<file path="src/core/dcr_map.svh">
// register offsets, field positions, reset values and timing counts of the channel bank
`ifndef DCR_MAP_SVH
`define DCR_MAP_SVH
`define DCR_OFS_CARD_CONFIG 6'h0A
`define DCR_OFS_JUMPER 6'h16
`define DCR_OFS_PENDING 6'h18
`define DCR_OFS_MODE 6'h1A
`define DCR_OFS_RELAY 6'h1C
`define DCR_OFS_CARD_CTRL 6'h1E
`define DCR_OFS_WINDOW_BASE 6'h20
`define DCR_NV_EN_BIT 4
`define DCR_WIN_MSB 3
`define DCR_CFG_LSB 3
`define DCR_CFG_MSB 5
`define DCR_WIN_SHORT_LOW 4'h0
`define DCR_WIN_SHORT_HIGH 4'h1
`define DCR_WIN_IMMEDIATE 4'h2
`define DCR_WIN_TRIGGERED 4'h3
`define DCR_WIN_UNDEF_A 4'h6
`define DCR_WIN_UNDEF_B 4'h7
`define DCR_WIN_NV_FIRST 4'h8
`define DCR_RST_MODE 16'hFFFF
`define DCR_RST_RELAY 16'hFFFF
`define DCR_RST_CARD_CTRL 5'h00
`define DCR_HIGH_CHANNELS 16'hFF00
`define DCR_RELAY_SETTLE_US 5000
`define DCR_CLK_MHZ 20
`endif

</file>
<file path="src/core/dcr_pkg.sv">
// types shared by the channel control bank, its checks, its bench and the extended-space model
package dcr_pkg;
  typedef struct packed {
    logic wr;
    logic rd;
    logic [5:0] addr;
    logic [15:0] wdata;
  } dcr_bus_req_t;

  typedef struct packed {
    logic wr;
    logic rd;
    logic [8:0] addr;
    logic [15:0] wdata;
  } dcr_ext_req_t;

  typedef struct packed {
    logic load;
    logic [3:0] chan;
    logic [15:0] value;
  } dcr_dac_load_t;

  typedef enum logic [1:0] {
    DCR_IDLE = 2'b00,
    DCR_READ = 2'b01,
    DCR_LOAD = 2'b11
  } dcr_state_t;
endpackage

</file>
<file path="src/core/dcr_channel_bank.sv">
// per-channel control and status register bank with extended-space window
`timescale 1ns/1ps
`include "dcr_map.svh"
// Function
// - jumper bit per channel: 1 programmable, 0 fixed
// - jumper-fixed channel takes terminal mode, ignores writes
// - pending bit shows value awaiting trigger
// - immediate write outputs now, clears pending
// - triggered write holds value, sets pending
// - eight-channel build reads ones for channels 9-16
// - mode bit 1 voltage, 0 current
// - mode read returns effective mode
// - relay bit 1 open, 0 closed
// - relay write completes at once, settles later
// - relay read returns programmed state
// - control bit 4 enables non-volatile alteration
// - non-volatile change needs enable and cal jumper
// - window field selects page at 20-3E
// - window values map to fixed pages
// - each window step moves 32 bytes
// - triggered data applies after next trigger
// - configuration field ones for eight channels
module dcr_channel_bank #(
  parameter int CHANNELS = 16,
  parameter int RELAY_SETTLE_CYCLES = `DCR_RELAY_SETTLE_US * `DCR_CLK_MHZ
) (
  input wire logic clock_i,
  input wire logic reset_n_i,
  input wire logic eight_channel_i,
  input wire logic [CHANNELS-1:0] select_jumper_i,
  input wire logic [CHANNELS-1:0] vi_jumper_i,
  input wire logic [2:0] terminal_id_i,
  input wire logic cal_jumper_i,
  input wire logic trigger_i,
  input wire dcr_pkg::dcr_bus_req_t bus_req_i,
  output logic bus_ready_o,
  output logic bus_ack_o,
  output logic [15:0] bus_rdata_o,
  output dcr_pkg::dcr_ext_req_t ext_req_o,
  input wire logic [15:0] ext_rdata_i,
  output dcr_pkg::dcr_dac_load_t dac_load_o,
  output logic [CHANNELS-1:0] channel_mode_o,
  output logic [CHANNELS-1:0] relay_open_o,
  output logic relay_busy_o,
  output logic nv_write_enable_o
);
  localparam logic [CHANNELS-1:0] HIGH_CH = CHANNELS'(`DCR_HIGH_CHANNELS);
  localparam int SETTLE_W = $clog2(RELAY_SETTLE_CYCLES + 1);

  dcr_pkg::dcr_state_t state_ff;
  dcr_pkg::dcr_state_t nxt_state;
  dcr_pkg::dcr_bus_req_t req_ff;
  dcr_pkg::dcr_dac_load_t dac_ff;
  dcr_pkg::dcr_dac_load_t nxt_dac;
  logic req_vld_ff;
  logic ack_ff;
  logic [15:0] rdata_ff;
  logic [CHANNELS-1:0] pending_ff;
  logic [CHANNELS-1:0] sweep_mask_ff;
  logic [CHANNELS-1:0] mode_ff;
  logic [CHANNELS-1:0] relay_ff;
  logic [`DCR_NV_EN_BIT:0] card_ctrl_ff;
  logic [3:0] sweep_ch_ff;
  logic trig_pend_ff;
  logic [SETTLE_W-1:0] settle_ff;

  // decode of the request held in the stage register
  wire take = (bus_req_i.wr | bus_req_i.rd) & bus_ready_o;
  wire [3:0] window = card_ctrl_ff[`DCR_WIN_MSB:0];
  wire in_window = req_ff.addr >= `DCR_OFS_WINDOW_BASE;
  wire [3:0] req_ch = req_ff.addr[4:1];
  wire [5:0] local_addr = in_window ? {1'b0, req_ff.addr[4:0]} : req_ff.addr;
  wire is_local = !in_window || (window == `DCR_WIN_SHORT_LOW);
  wire is_imm = in_window && (window == `DCR_WIN_IMMEDIATE);
  wire is_trg = in_window && (window == `DCR_WIN_TRIGGERED);
  wire is_undef = in_window && ((window == `DCR_WIN_UNDEF_A) || (window == `DCR_WIN_UNDEF_B));
  wire is_nv = in_window && (window >= `DCR_WIN_NV_FIRST);
  wire is_ext = in_window && !is_local && !is_imm && !is_trg && !is_undef;
  wire nv_allow = card_ctrl_ff[`DCR_NV_EN_BIT] & cal_jumper_i;
  wire wr_now = req_vld_ff & req_ff.wr;
  wire rd_now = req_vld_ff & req_ff.rd;
  wire wr_mode = wr_now & is_local & (local_addr == `DCR_OFS_MODE);
  wire wr_relay = wr_now & is_local & (local_addr == `DCR_OFS_RELAY);
  wire wr_ctrl = wr_now & is_local & (local_addr == `DCR_OFS_CARD_CTRL);
  wire wr_imm = wr_now & is_imm;
  wire wr_trg = wr_now & is_trg;
  wire [CHANNELS-1:0] ch_onehot = CHANNELS'(1) << req_ch;
  wire [CHANNELS-1:0] hi_fill = eight_channel_i ? HIGH_CH : '0;
  wire [CHANNELS-1:0] writable = ~hi_fill;
  wire [CHANNELS-1:0] mode_wr_mask = writable & select_jumper_i;
  wire [CHANNELS-1:0] eff_mode = (select_jumper_i & mode_ff) | (~select_jumper_i & vi_jumper_i);
  wire [2:0] cfg_field = eight_channel_i ? 3'h7 : 3'h0;
  wire sweep_start = (state_ff == dcr_pkg::DCR_IDLE) & !req_vld_ff & (trigger_i | trig_pend_ff);
  wire sweep_last = sweep_ch_ff == 4'(CHANNELS - 1);
  wire [3:0] mem_rd_addr = sweep_ch_ff;
  wire [15:0] mem_rd_data;

  logic [15:0] local_rdata;
  always_comb begin
    local_rdata = 16'h0000;
    case (local_addr)
      `DCR_OFS_CARD_CONFIG: local_rdata = {10'h000, cfg_field, terminal_id_i};
      `DCR_OFS_JUMPER: local_rdata = 16'(select_jumper_i | hi_fill);
      `DCR_OFS_PENDING: local_rdata = 16'(pending_ff | hi_fill);
      `DCR_OFS_MODE: local_rdata = 16'(eff_mode | hi_fill);
      `DCR_OFS_RELAY: local_rdata = 16'(relay_ff | hi_fill);
      `DCR_OFS_CARD_CTRL: local_rdata = 16'(card_ctrl_ff);
      default: local_rdata = 16'h0000;
    endcase
  end

  wire [15:0] rd_mux = is_local ? local_rdata : (is_ext ? ext_rdata_i : 16'h0000);

  // request stage: one request in flight, refused while a trigger sweep runs
  assign bus_ready_o = (state_ff == dcr_pkg::DCR_IDLE) & !req_vld_ff & !sweep_start;
  assign bus_ack_o = ack_ff;
  assign bus_rdata_o = rdata_ff;

  always_ff @(posedge clock_i or negedge reset_n_i) begin
    if (!reset_n_i) begin
      req_ff <= '0;
      req_vld_ff <= 1'b0;
      ack_ff <= 1'b0;
      rdata_ff <= 16'h0000;
    end else begin
      req_vld_ff <= take;
      ack_ff <= req_vld_ff;
      if (take) begin
        req_ff <= bus_req_i;
      end
      if (rd_now) begin
        rdata_ff <= rd_mux;
      end
    end
  end

  // window forwards the page number as the upper address bits
  always_comb begin
    ext_req_o = '0;
    ext_req_o.addr = {window, req_ff.addr[4:0]};
    ext_req_o.wdata = req_ff.wdata;
    ext_req_o.rd = rd_now & is_ext;
    ext_req_o.wr = wr_now & is_ext & (!is_nv | nv_allow);
  end

  // control registers; upper channels keep their reset value in eight-channel builds
  always_ff @(posedge clock_i or negedge reset_n_i) begin
    if (!reset_n_i) begin
      mode_ff <= CHANNELS'(`DCR_RST_MODE);
      relay_ff <= CHANNELS'(`DCR_RST_RELAY);
      card_ctrl_ff <= `DCR_RST_CARD_CTRL;
    end else begin
      // jumper-fixed channels keep their programmed bit so a later switch back is predictable
      if (wr_mode) begin
        mode_ff <= (req_ff.wdata[CHANNELS-1:0] & mode_wr_mask) | (mode_ff & ~mode_wr_mask);
      end
      if (wr_relay) begin
        relay_ff <= (req_ff.wdata[CHANNELS-1:0] & writable) | (relay_ff & ~writable);
      end
      if (wr_ctrl) begin
        card_ctrl_ff <= req_ff.wdata[`DCR_NV_EN_BIT:0];
      end
    end
  end

  // relay write is acknowledged at once; busy only reports the settle time
  wire relay_change = wr_relay & ((req_ff.wdata[CHANNELS-1:0] & writable) != (relay_ff & writable));
  always_ff @(posedge clock_i or negedge reset_n_i) begin
    if (!reset_n_i) begin
      settle_ff <= '0;
    end else if (relay_change) begin
      settle_ff <= SETTLE_W'(RELAY_SETTLE_CYCLES);
    end else if (settle_ff != '0) begin
      settle_ff <= settle_ff - SETTLE_W'(1);
    end
  end

  assign relay_busy_o = settle_ff != '0;
  assign channel_mode_o = eff_mode;
  assign relay_open_o = relay_ff;
  assign nv_write_enable_o = nv_allow;

  // pending bits: a triggered write sets, an immediate write or a sweep clears
  genvar g;
  generate
    for (g = 0; g < CHANNELS; g++) begin : g_pend
      always_ff @(posedge clock_i or negedge reset_n_i) begin
        if (!reset_n_i) begin
          pending_ff[g] <= 1'b0;
        end else if (wr_trg && ch_onehot[g]) begin
          pending_ff[g] <= 1'b1;
        end else if (wr_imm && ch_onehot[g]) begin
          pending_ff[g] <= 1'b0;
        end else if (sweep_start) begin
          pending_ff[g] <= 1'b0;
        end
      end
    end
  endgenerate

  dcr_mem #(
    .WIDTH(16),
    .DEPTH(CHANNELS),
    .AW(4)
  ) u_trig_mem (
    .clock_i(clock_i),
    .wr_en_i(wr_trg),
    .wr_addr_i(req_ch),
    .wr_data_i(req_ff.wdata),
    .rd_addr_i(mem_rd_addr),
    .rd_data_o(mem_rd_data)
  );

  // trigger sweep: read each channel, load it if it was pending at the trigger
  always_comb begin
    nxt_state = state_ff;
    case (state_ff)
      dcr_pkg::DCR_IDLE: begin
        if (sweep_start) begin
          nxt_state = dcr_pkg::DCR_READ;
        end
      end
      dcr_pkg::DCR_READ: nxt_state = dcr_pkg::DCR_LOAD;
      dcr_pkg::DCR_LOAD: nxt_state = sweep_last ? dcr_pkg::DCR_IDLE : dcr_pkg::DCR_READ;
      default: nxt_state = dcr_pkg::DCR_IDLE;
    endcase
  end

  always_comb begin
    nxt_dac = '0;
    nxt_dac.chan = dac_ff.chan;
    nxt_dac.value = dac_ff.value;
    if (wr_imm) begin
      nxt_dac.load = 1'b1;
      nxt_dac.chan = req_ch;
      nxt_dac.value = req_ff.wdata;
    end else if ((state_ff == dcr_pkg::DCR_LOAD) && sweep_mask_ff[sweep_ch_ff]) begin
      nxt_dac.load = 1'b1;
      nxt_dac.chan = sweep_ch_ff;
      nxt_dac.value = mem_rd_data;
    end
  end

  always_ff @(posedge clock_i or negedge reset_n_i) begin
    if (!reset_n_i) begin
      state_ff <= dcr_pkg::DCR_IDLE;
      dac_ff <= '0;
      sweep_mask_ff <= '0;
      sweep_ch_ff <= 4'h0;
      trig_pend_ff <= 1'b0;
    end else begin
      state_ff <= nxt_state;
      dac_ff <= nxt_dac;
      if (sweep_start) begin
        sweep_mask_ff <= pending_ff;
        sweep_ch_ff <= 4'h0;
        trig_pend_ff <= 1'b0;
      end else begin
        // a trigger during a sweep or a bus request waits its turn instead of being lost
        if (trigger_i) begin
          trig_pend_ff <= 1'b1;
        end
        if (state_ff == dcr_pkg::DCR_LOAD) begin
          sweep_ch_ff <= sweep_ch_ff + 4'h1;
        end
      end
    end
  end

  assign dac_load_o = dac_ff;
endmodule

</file>
<file path="src/core/dcr_mem.sv">
// small one-write one-read memory holding the triggered output values
`timescale 1ns/1ps
module dcr_mem #(
  parameter int WIDTH = 16,
  parameter int DEPTH = 16,
  parameter int AW = 4
) (
  input wire logic clock_i,
  input wire logic wr_en_i,
  input wire logic [AW-1:0] wr_addr_i,
  input wire logic [WIDTH-1:0] wr_data_i,
  input wire logic [AW-1:0] rd_addr_i,
  output logic [WIDTH-1:0] rd_data_o
);
  logic [WIDTH-1:0] mem_ff [DEPTH];
  logic [WIDTH-1:0] rd_data_ff;

  // no reset: contents only reach the output after a write has set the pending bit
  always_ff @(posedge clock_i) begin
    if (wr_en_i) begin
      mem_ff[wr_addr_i] <= wr_data_i;
    end
    rd_data_ff <= mem_ff[rd_addr_i];
  end

  assign rd_data_o = rd_data_ff;
endmodule

</file>
<file path="config.mk">
export PLATFORM = sky130hd
export DESIGN_NAME = dcr_channel_bank
export DESIGN_NICKNAME = d
export VERILOG_FILES = /design/src/core/dcr_pkg.sv /design/src/core/dcr_channel_bank.sv /design/src/core/dcr_mem.sv
export VERILOG_INCLUDE_DIRS = /design/src /design/src/core
export SDC_FILE = /design/constraint.sdc
export NUM_CORES = 1
export LEC_CHECK = 0
export ABC_CLOCK_PERIOD_IN_PS = 4650
export BUFFER_PORTS_ARGS = -buffer_cell sky130_fd_sc_hd__buf_2
export CORE_AREA = 2 2 186 188
export CTS_BUF_LIST = sky130_fd_sc_hd__clkbuf_8
export DETAILED_ROUTE_END_ITERATION = 16
export DIE_AREA = 0 0 188 190
export PLACE_DENSITY = 0.74
export SLEW_MARGIN = 10
export SYNTH_ARGS = -nofsm -noshare
export SYNTH_HDL_FRONTEND = slang
export SYNTH_HIERARCHICAL = 1
export SYNTH_SLANG_ARGS = --single-unit
</file>
<file path="constraint.sdc">
create_clock -name clock_i -period 4.65 [get_ports clock_i]
set_input_delay 0.465 -clock clock_i [delete_from_list [all_inputs] [get_ports clock_i]]
set_output_delay 0.465 -clock clock_i [all_outputs]
set_load 0.01 [all_outputs]
</file>
==> metrics.md, run 1 <==
| Metric | Value |
|---|---|
| Outcome | finished clean |
| # port buffers | 179 |
| Unrepaired setup endpoints after global routing | no |
| Clock transition at the registers of the reported paths | 0.06 ns |
| Final wirelength | 45600 um |
| Die ar. | 0.0357 mm^2 |
| Clock sink total | 428 |
| Crit path to | relay_busy_o |
| Area growth syn-to-layout | 14.9% |
| Tightest Pin Transition | 1.20 ns |
| Die Span X | 188 um |
| Gr ovfl total | 0 |
| Final Cycle Share | 70.5% |
| Crit path buf inv count | 1 |
| Commonest non-fill, non-tap cell in the layout | edfxtp_1 |
| CTS H-tree lvls | 3 |
| Ys Warns | 6 |
| WL per Instance | 23.4 um |
| First-pass GRT wire length | 69700 um |
| Gates resized, CTS repair | 0 |
| Max Freq | 305 MHz |
| Vias in the first global route | 11700 |
| RePlAce Congestion | 0.963 |
| CP startpoint | settle_ff[7] |
| Reg2reg path depth | 5 |
| Worst min path class | input pin to flip-flop |
| Core Rows | 68 |
| Multi-input gate area | 0.00580 mm^2 |
| Antenna violation net count after detailed routing | 0 |
| Worst skew pair latency | 0.64 ns |
| Setup bufs post-CTS | 0 |
| Setup TNS | 0 ns |
| Slowest-stage cell, CP | or4_4 |
| Cell variety after synth | 80 |
| Post-DP HPWL | 30300 um |
| R2r setup slk | 1.61 ns |
| Final net count | 1516 |
| Antenna cell count | 0 |
| Crit path cell chain | or4_4 -> or4_4 -> or3_1 -> buf_2 |
| Most used DFF post-synth | edfxtp_1 |
| Post-route minimum period | 3.28 ns |
| Routed via count | 11800 |
| WS Path Type | flip-flop to output pin |
| Max VDD drop | 0.450 mV |
| Hold_buf cts | 1 |
| Core Footprint | 0.0339 mm^2 |
| Synth area leaders | edfxtp_1 (42%), dfrtp_1 (17%), mux4_2 (6.8%) |
| Largest net degree at the start of global routing | 83 |
| CP max FO | 6 |
| Starting Density | 53.8% |
| Post-synth top area cell | edfxtp_1 |
| Asr flop ratio synth | 36.4% |
| Startpoint types | flip-flop |
| DP Worst Slack | 1.66 ns |
| Boundary Pins | 180 |
| First drt pass iteration count | 5 |
| Worst EP required | 4.18 ns |
| Hold Vio Cnt, Final | 0 |
| Synth Instances | 1233 |
| Fill cells | 2498 |
| Syn_nets | 1315 |
| Initial DRC Count | 1178 |
| Fin. max-slew vios | 0 |
| Power Density | 546 mW/mm^2 |
| DRC | 0 |
| Post-synth EDFFs | 256 |
| Kind of cell adding the most delay to the critical path | simple AND/OR/NAND/NOR gates |
| Reg2Reg Launch Point | ext_req_o[17] |
| Number of vias per cell | 6.04 |
| Yosys top cell area share | 42.1% |
| Post-synthesis sequential area ratio | 65.4% |
| Mapped Area | 0.0183 mm^2 |
| Most used cell, CP | or4_4 |
| Clock Path Buffers | 3 |
| Clk_skew | 0.0675 ns |
| Syn Area/Cell | 14.8 um^2 |
| Total GRT Usage | 25.9% |
| Initial antenna violation count | 1 |
| Max_cap viols | 0 |
| Share of layout cells above drive strength 1 | 34.0% |
| Crit end category | output pin |
| Register area | 0.0120 mm^2 |
| Flops & latches, synth | 428 |
| Total stage count of the critical path | 4 |
| Die Y-Extent | 190 um |
| CP Data Arrival Time | 2.81 ns |
| Final WS setup | 1.37 ns |
| TritonCTS Buffers | 71 |
| Worst slew margin | 20.3% |
| TritonCTS clock tree | done |
| Commonest cells after routing, fill and taps aside | edfxtp_1 (256), buf_2 (178), nand2_1 (127), dfrtp_1 (122), clkbuf_8 (80) |
| Clk root buf | clkbuf_8 |
| Largest stage delay, worst path | 0.56 ns |
| Setup-failing EPs final | 0 |
| Leakage | 0.00820 uW |
==> per-layer routing <==
layer / track usage (%) / vias to the layer above / wire length [um]
met5: 0 / - / 14
met4: 8.75 / 2 / 1130
met3: 5.77 / 87 / 3900
met2: 39.7 / 563 / 21400
met1: 37.0 / 5976 / 19100
li1: - / 5143 / -
==> registers in the layout, summed over array words and instances (netlist names), 5 cells and up, named ones only <==
name / cells
sweep_mask_ff: 16
ext_req_o: 21
bus_rdata_o: 16
card_ctrl_ff: 5
u_trig_mem/mem_ff: 256
pending_ff: 16
relay_open_o: 8
dac_load_o: 21
u_trig_mem/rd_data_o: 16
settle_ff: 17
==> through the flow <==
step	power, uW	hold WS (ns)	std cells	cell area, um^2	utilization (%)
detailed placement	8370	0.462	1815	19600	57.7
CTS	11500	0.0385	1948	21000	61.8
global placement	8280	0.453	1815	19600	57.7
finish	11500	0.0676	1948	21000	61.8
global route	12000	0.0609	1948	21000	61.8
floorplan	7190	0.169	1233	18300	-
==> cells in the mapped netlist, types with 12 or more instances <==
master      n
dfstp_2    32
nand2_1   127
nor2_1     48
a21oi_1    28
inv_1      12
nor2b_1    23
buf_4      28
mux2_2     76
o21ai_0    23
dfrtp_1   124
o31ai_1    17
mux4_2     55
a22oi_1    46
nand4b_1   18
clkbuf_1   53
nand3_1    35
xor2_1     17
dfxtp_1    16
edfxtp_1  256
==> cell type report <==
| cell class | instances | area share, % |
|---|---|---|
| flip-flops and latches | 428 | 57.0 |
| multi-input cells | 697 | 27.6 |
| repair buffers | 223 | 5.89 |
| clock buffers | 80 | 5.25 |
| well taps | 455 | 2.71 |
| clock inverters | 52 | 1.29 |
| inverters | 13 | 0.233 |
==> worst min-delay path by stage <==
stage | from | to | depth (start not counted)
finish | bus_req_i[4] | ext_req_o[4] | 2
global route | bus_req_i[5] | ext_req_o[5] | 2
CTS | bus_req_i[5] | ext_req_o[5] | 2
detailed placement | sweep_mask_ff[13] | sweep_mask_ff[13] | 2
global placement | sweep_mask_ff[13] | sweep_mask_ff[13] | 2
floorplan | reset_n_i | bus_ack_o | 0
==> power breakdown <==
part | switching (uW) | internal (uW)
logic | 1760 | 1210
registers | 575 | 4780
clock network | 1490 | 1650
==> kinds of logic (layout without fill, tap and decap cells) <==
kind of cell / after synthesis / after routing / share of synthesized area [%]
and+or+nand+nor: 329 / 329 / 9.15
muxes: 149 / 149 / 13.3
buffers and inverters: 108 / 368 / 3.05
AOI/OAI and AO/OA: 192 / 192 / 7.69
xor gates and xnor gates: 25 / 25 / 1.20
adders and majority gates: 2 / 2 / 0.137
DFF: 428 / 428 / 65.4
(Power assumes the default switching activity.)
==> run 2: changes to the inputs <==
--- a/config.mk
+++ b/config.mk
@@ -6,7 +6,7 @@
 export SDC_FILE = /design/constraint.sdc
 export NUM_CORES = 1
 export LEC_CHECK = 0
-export ABC_CLOCK_PERIOD_IN_PS = 4650
+export ABC_CLOCK_PERIOD_IN_PS = 3100
 export BUFFER_PORTS_ARGS = -buffer_cell sky130_fd_sc_hd__buf_2
 export CORE_AREA = 2 2 186 188
 export CTS_BUF_LIST = sky130_fd_sc_hd__clkbuf_8
==> constraint.sdc (replaced) <==
create_clock -name clock_i -period 3.1 [get_ports clock_i]
set_input_delay 0.31 -clock clock_i [delete_from_list [all_inputs] [get_ports clock_i]]
set_output_delay 0.31 -clock clock_i [all_outputs]
set_load 0.01 [all_outputs]
==> run 2 against run 1 <==
Net effect: die area did not move; largest cell class unchanged; routed wire length rose by 1.1%; critical path type unchanged; register-to-register slack got worse by 1.1 ns; highest routed layer is now met4; clock skew fell by 0.035 ns.
==> metrics.md, run 2 (synthesis results as in run 1) <==
| Metric | Value |
|---|---|
| Max VDD drop | 0.603 mV (+34%) |
| Most used cell, CP | or3_4 |
| Most flop-heavy register | u_trig_mem/mem_ff |
| Initial DRC Count | 1215 (+3.1%) |
| Final Cycle Share | 96.5% |
| Final core area utilization | 63.8% (+2.0 points) |
| Worst min path class | input pin to flip-flop |
| Unrepaired setup endpoints after global routing | no |
| Hold Vio Cnt, Final | 0 (unchanged) |
| Clock transition at the registers of the reported paths | 0.06 ns (about the same) |
| First-pass GRT wire length | 70200 um (+0.79%) |
| Worst skew pair latency | 0.63 ns (about the same) |
| Largest net degree at the start of global routing | 81 (-2.4%) |
| Clk_skew | 0.0321 ns (-0.0354 ns) |
| TritonCTS Buffers | 72 (+1.4%) |
| Share of layout cells above drive strength 1 | 34.0% (about the same) |
| Clk root buf | clkbuf_8 |
| Crit path cell chain | inv_1 -> ha_1 -> or3b_1 -> or3_4 -> or3_4 -> buf_2 |
| Startpoint types | flip-flop |
| Routed via count | 12100 (+2.5%) |
| Tightest Pin Transition | 1.22 ns (+0.0273 ns) |
| Commonest non-fill, non-tap cell in the layout | edfxtp_1 |
| WHS | 0.0350 ns (-0.0326 ns) |
| Core Rows | 68 (unchanged) |
| Clock Path Buffers | 3 (unchanged) |
| Clock sink total | 428 (unchanged) |
| Number of vias per cell | 6.00 (-0.67%) |
| Multi-input gate area | 0.00580 mm^2 (about the same) |
| Max Freq | 334 MHz |
| Die Span X | 188 um (unchanged) |
| TritonCTS clock tree | done |
| Fin. max-slew vios | 0 (unchanged) |
| # port buffers | 179 (unchanged) |
| Area growth syn-to-layout | 18.6% |
| Outcome | finished clean |
| Power Total | 17500 uW (+53%) |
| Vias in the first global route | 12000 (+2.6%) |
| Max_cap viols | 0 (unchanged) |
| Largest stage delay, worst path | 0.43 ns (-0.13 ns) |
| Commonest cells after routing, fill and taps aside | edfxtp_1 (256), buf_2 (178), nand2_1 (127), dfrtp_1 (122), clkbuf_8 (84) |
| Max reg flops | 256 (unchanged) |
| WS Path Type | flip-flop to output pin |
| WL per Instance | 22.9 um (-2.1%) |
| Final wirelength | 46100 um (+1.1%) |
| RePlAce Congestion | 0.916 (-5.0%) |
| CTS H-tree lvls | 3 (unchanged) |
| Post-DP HPWL | 29300 um (-3.3%) |
| Gr ovfl total | 0 (unchanged) |
| Fill cells | 2451 (-1.9%) |
| Starting Density | 53.8% (unchanged) |
| Core Footprint | 0.0339 mm^2 (unchanged) |
| Power Density | 808 mW/mm^2 (+48%) |
| Leakage | 0.00848 uW (+3.3%) |
| Die Y-Extent | 190 um (unchanged) |
| Register area | 0.0120 mm^2 (unchanged) |
| Crit end category | output pin |
| Worst EP required | 2.79 ns (-1.39 ns) |
| Slowest-stage cell, CP | or3_4 |
| CP Data Arrival Time | 2.68 ns (-0.13 ns) |
| Die ar. | 0.0357 mm^2 (unchanged) |
| DRC | 0 (unchanged) |
| Final net count | 1582 (+4.4%) |
| Setup TNS | 0 ns (unchanged) |
| Total GRT Usage | 26.1% (+0.24 points) |
| Setup-failing EPs final | 0 (unchanged) |
| First drt pass iteration count | 8 (+3) |
| CP max FO | 9 (+3) |
| Antenna violation net count after detailed routing | 0 (unchanged) |
| Worst slew margin | 18.4% (-1.8 points) |
| Boundary Pins | 180 (unchanged) |
| Initial antenna violation count | 1 (unchanged) |
| Post-route minimum period | 2.99 ns |
## run 2: cell count changes in the layout (fill, tap and decap cells not counted), moves of 3 or more
cell and delta:
buf_12 +3, clkbuf_8 +4, buf_4 +15, dlygate4sd3_1 +47, clkinv_1 +7, inv_1 -12
## run 2: path summary, 6_finish.rpt
check	from	end	slack, ns	depth (start not counted)
setup / recovery	settle_ff[0]	relay_busy_o	0.11	6
hold / removal	ext_rdata_i[4]	bus_rdata_o[4]	0.03	3
setup reg to reg	settle_ff[9]	settle_ff[15]	0.50	5
hold reg to reg	sweep_mask_ff[14]	sweep_mask_ff[14]	0.47	2
max in group asynchronous	reset_n_i	sweep_mask_ff[15]	1.95	3
min in group asynchronous	reset_n_i	dac_load_o[2]	0.31	2
## run 2: report_power, final
group          internal, uW  switching [uW]
registers              7170             545
logic                  1950            2920
clock network          2650            2280
total                 11800            5740
## run 2: area by class of cell
type / count / area share [%]
diodes: 1 / 0.0115
multi-input cells: 697 / 26.7
clock inverters: 45 / 1.21
clock buffers: 84 / 5.33
well taps: 455 / 2.63
flip-flops and latches: 428 / 55.2
inverters: 13 / 0.225
repair buffers: 288 / 8.67
## run 2: metrics by stage
step | instances | setup WS (ns) | instance area [um^2]
floorplan | 1233 | 0.178 | 18300
global placement | 1832 | 0.561 | 19800
detailed placement | 1832 | 0.496 | 19800
CTS | 2009 | 0.0334 | 21700
global route | 2011 | 0.0213 | 21700
finish | 2011 | 0.109 | 21700
## run 2: per-layer routing
metal / share of wire [%] / track usage [%] / up-vias
met5: 0 / 0 / -
met3: 8.8 / 6.29 / 111
met2: 47 / 40.6 / 589
li1: - / - / 5259
met1: 41 / 36.1 / 6111
met4: 3.2 / 9.87 / 0
## run 2: worst max-delay path, delay by kind of cell, from the launching register on
family / cells / cell delay (ns)
fa+ha+maj: 1 / 0.18
buf+inv: 2 / 0.23
simple gates: 3 / 1.24
flops: 1 / 0.40
## run 2: what timing repair did
| action | 4_1_cts | 5_1_grt |
|---|---|---|
| hold buffers | 48 | 0 |
| gates resized for setup | 2 | 0 |
| endpoints found under the hold margin | 118 | 0 |
| pin swaps | 0 | 1 |
| buffers inserted | 0 | 1 |
| endpoints found under the setup margin | 1 | 1 |
==> run 3: changes to the inputs <==
--- a/config.mk
+++ b/config.mk
@@ -12,8 +12,7 @@
 export CTS_BUF_LIST = sky130_fd_sc_hd__clkbuf_8
 export DETAILED_ROUTE_END_ITERATION = 16
 export DIE_AREA = 0 0 188 190
-export PLACE_DENSITY = 0.74
-export SLEW_MARGIN = 10
+export PLACE_DENSITY = 0.8
 export SYNTH_ARGS = -nofsm -noshare
 export SYNTH_HDL_FRONTEND = slang
 export SYNTH_HIERARCHICAL = 1
==> run 3 against run 2 <==
Net effect: sequential cell count is the same; global-route usage shrank 0.16 points; largest power group unchanged; combinational power is essentially flat; sequential power is essentially flat; design area shrank 1.3%.
==> metrics.md, run 3 (synthesis results as in run 1) <==
| Metric | Value |
|---|---|
| Outcome | finished clean |
| Initial DRC Count | 1427 (+17%) |
| Tightest Pin Transition | 1.18 ns (-0.0473 ns) |
| Max reg flops | 256 (unchanged) |
| First-pass GRT wire length | 70100 um (-0.14%) |
| Clk root buf | clkbuf_8 |
| Final wirelength | 46200 um (+0.23%) |
| Antenna cell count | 0 (-1) |
| Most flop-heavy register | u_trig_mem/mem_ff |
| Largest net degree at the start of global routing | 65 (-20%) |
| Startpoint types | flip-flop |
| Power Density | 799 mW/mm^2 (-1.1%) |
| Worst slew margin | 21.6% (+3.2 points) |
| TritonCTS Buffers | 70 (-2.8%) |
| Unrepaired setup endpoints after global routing | no |
| Final net count | 1566 (-1.0%) |
| CTS H-tree lvls | 3 (unchanged) |
| # port buffers | 179 (unchanged) |
| Dpl cells | 1828 (-0.22%) |
| Multi-input gate area | 0.00580 mm^2 (about the same) |
| Die Span X | 188 um (unchanged) |
| Number of vias per cell | 6.16 (+2.6%) |
| WS Path Type | flip-flop to output pin |
| Clock transition at the registers of the reported paths | 0.06 ns (about the same) |
| Die ar. | 0.0357 mm^2 (unchanged) |
| Met3 WL | 4450 um (+9.0%) |
| Fin. max-slew vios | 0 (unchanged) |
| Core Rows | 68 (unchanged) |
| Routed via count | 12300 (+1.6%) |
| Antenna violation net count after detailed routing | 0 (unchanged) |
| Boundary Pins | 180 (unchanged) |
| Worst skew pair latency | 0.62 ns (about the same) |
| Max Freq | 333 MHz (-0.24%) |
| Fill cells | 2388 (-2.6%) |
| Initial antenna violation count | 0 (-1) |
| RePlAce Congestion | 0.944 (+3.1%) |
| Final WS setup | 0.101 ns (-0.00734 ns) |
| DP Worst Slack | 0.477 ns (-0.0190 ns) |
| DRC | 0 (unchanged) |
| Clock Path Buffers | 3 (unchanged) |
| Met2 WL post-DR | 21800 um (+0.30%) |
| Post-route minimum period | 3.00 ns (+0.00734 ns) |
| Max_cap viols | 0 (unchanged) |
| CP max FO | 6 (-3) |
| CP Data Arrival Time | 2.69 ns (about the same) |
| Vias in the first global route | 12100 (+1.0%) |
| Share of layout cells above drive strength 1 | 33.5% (-0.51 points) |
| First drt pass iteration count | 6 (-2) |
| Total GRT Usage | 26.0% (-0.16 points) |
| Commonest non-fill, non-tap cell in the layout | edfxtp_1 |
| Final std cells w/o fill | 1992 (-0.94%) |
| WL per Instance | 23.2 um (+1.2%) |
| Design Area, Final | 0.0214 mm^2 (-1.3%) |
| Die Y-Extent | 190 um (unchanged) |
| Post-DP HPWL | 29300 um (about the same) |
| Gr ovfl total | 0 (unchanged) |
| Clk_skew | 0.0326 ns (+0.000534 ns) |
| Setup TNS | 0 ns (unchanged) |
| TritonCTS clock tree | done |
| Crit end category | output pin |
| Core Footprint | 0.0339 mm^2 (unchanged) |
| Final Cycle Share | 96.7% (+0.24 points) |
| Starting Density | 53.8% (unchanged) |
| DRT met1 WL | 18300 um (-2.9%) |
| Worst EP required | 2.79 ns (about the same) |
| Worst min path class | input pin to flip-flop |
| Cell Area, Placed | 0.0197 mm^2 (-0.14%) |
| Clock sink total | 428 (unchanged) |
| Register area | 0.0120 mm^2 (unchanged) |
| Area growth syn-to-layout | 17.2% |
| Commonest cells after routing, fill and taps aside | edfxtp_1 (256), buf_2 (178), nand2_1 (127), dfrtp_1 (122), mux2_2 (76) |
| Leakage | 0.00836 uW (-1.4%) |
| Hold Vio Cnt, Final | 0 (unchanged) |
| Setup bufs post-CTS | 0 (unchanged) |
| DR top layer | met4 |
| Power Total | 17100 uW (-2.4%) |
| Max VDD drop | 0.543 mV (-10%) |
| Setup-failing EPs final | 0 (unchanged) |
run 3: area by class of cell:
type,instances,share of cell area (%)
multi-input combinational,697,27.1
tap,455,2.66
inverter,13,0.228
clock inverter,52,1.26
timing repair buffer,274,8.18
clock buffer,73,4.70
sequential,428,55.9
run 3: layer usage:
layer,vias up,GRT usage [%]
met5,-,0
met4,0,10.9
met3,132,5.20
met2,705,40.1
met1,6181,36.4
li1,5243,-
run 3: worst max-delay path, stage by stage, from the launching register on:
cell and delay (ns):
dfrtp_1 0.40, or4_1 0.55, or4_4 0.54, or3_4 0.43
buf_2 0.16
run 3: path summary, 6_finish.rpt:
kind                                   start                        to  slack, ns  cells past startpoint
max                            settle_ff[11]              relay_busy_o       0.10                      4
min                           ext_rdata_i[5]            bus_rdata_o[5]       0.02                      3
max reg2reg                  card_ctrl_ff[3]  u_trig_mem/mem_ff[0][12]       0.40                      6
min reg2reg                sweep_mask_ff[14]         sweep_mask_ff[14]       0.47                      2
max in group asynchronous          reset_n_i              ext_req_o[7]       1.92                      3
min in group asynchronous          reset_n_i                 bus_ack_o       0.20                      2
run 3: report_power, final:
part | switching [uW] | total, uW | internal [uW]
clock network | 2230 | 4520 | 2290
logic | 2950 | 4890 | 1930
registers | 523 | 7690 | 7170
total | 5710 | 17100 | 11400
run 3: metrics by stage:
stage | hold WS [ns] | util (%)
6_report | 0.0249 | 63.0
3_3_place_gp | 0.285 | 58.1
3_5_place_dp | 0.287 | 58.1
5_1_grt | 0.0345 | 63.0
4_1_cts | 0.00334 | 63.0
2_1_floorplan | 0.0144 | -
run 3: repair_timing:
| item | CTS | global route |
|---|---|---|
| pin swaps | 0 | 1 |
| endpoints found under the hold margin | 86 | 0 |
| endpoints found under the setup margin | 1 | 1 |
| hold buffers | 39 | 0 |
| resized for setup | 2 | 0 |
| gates cloned | 0 | 0 |
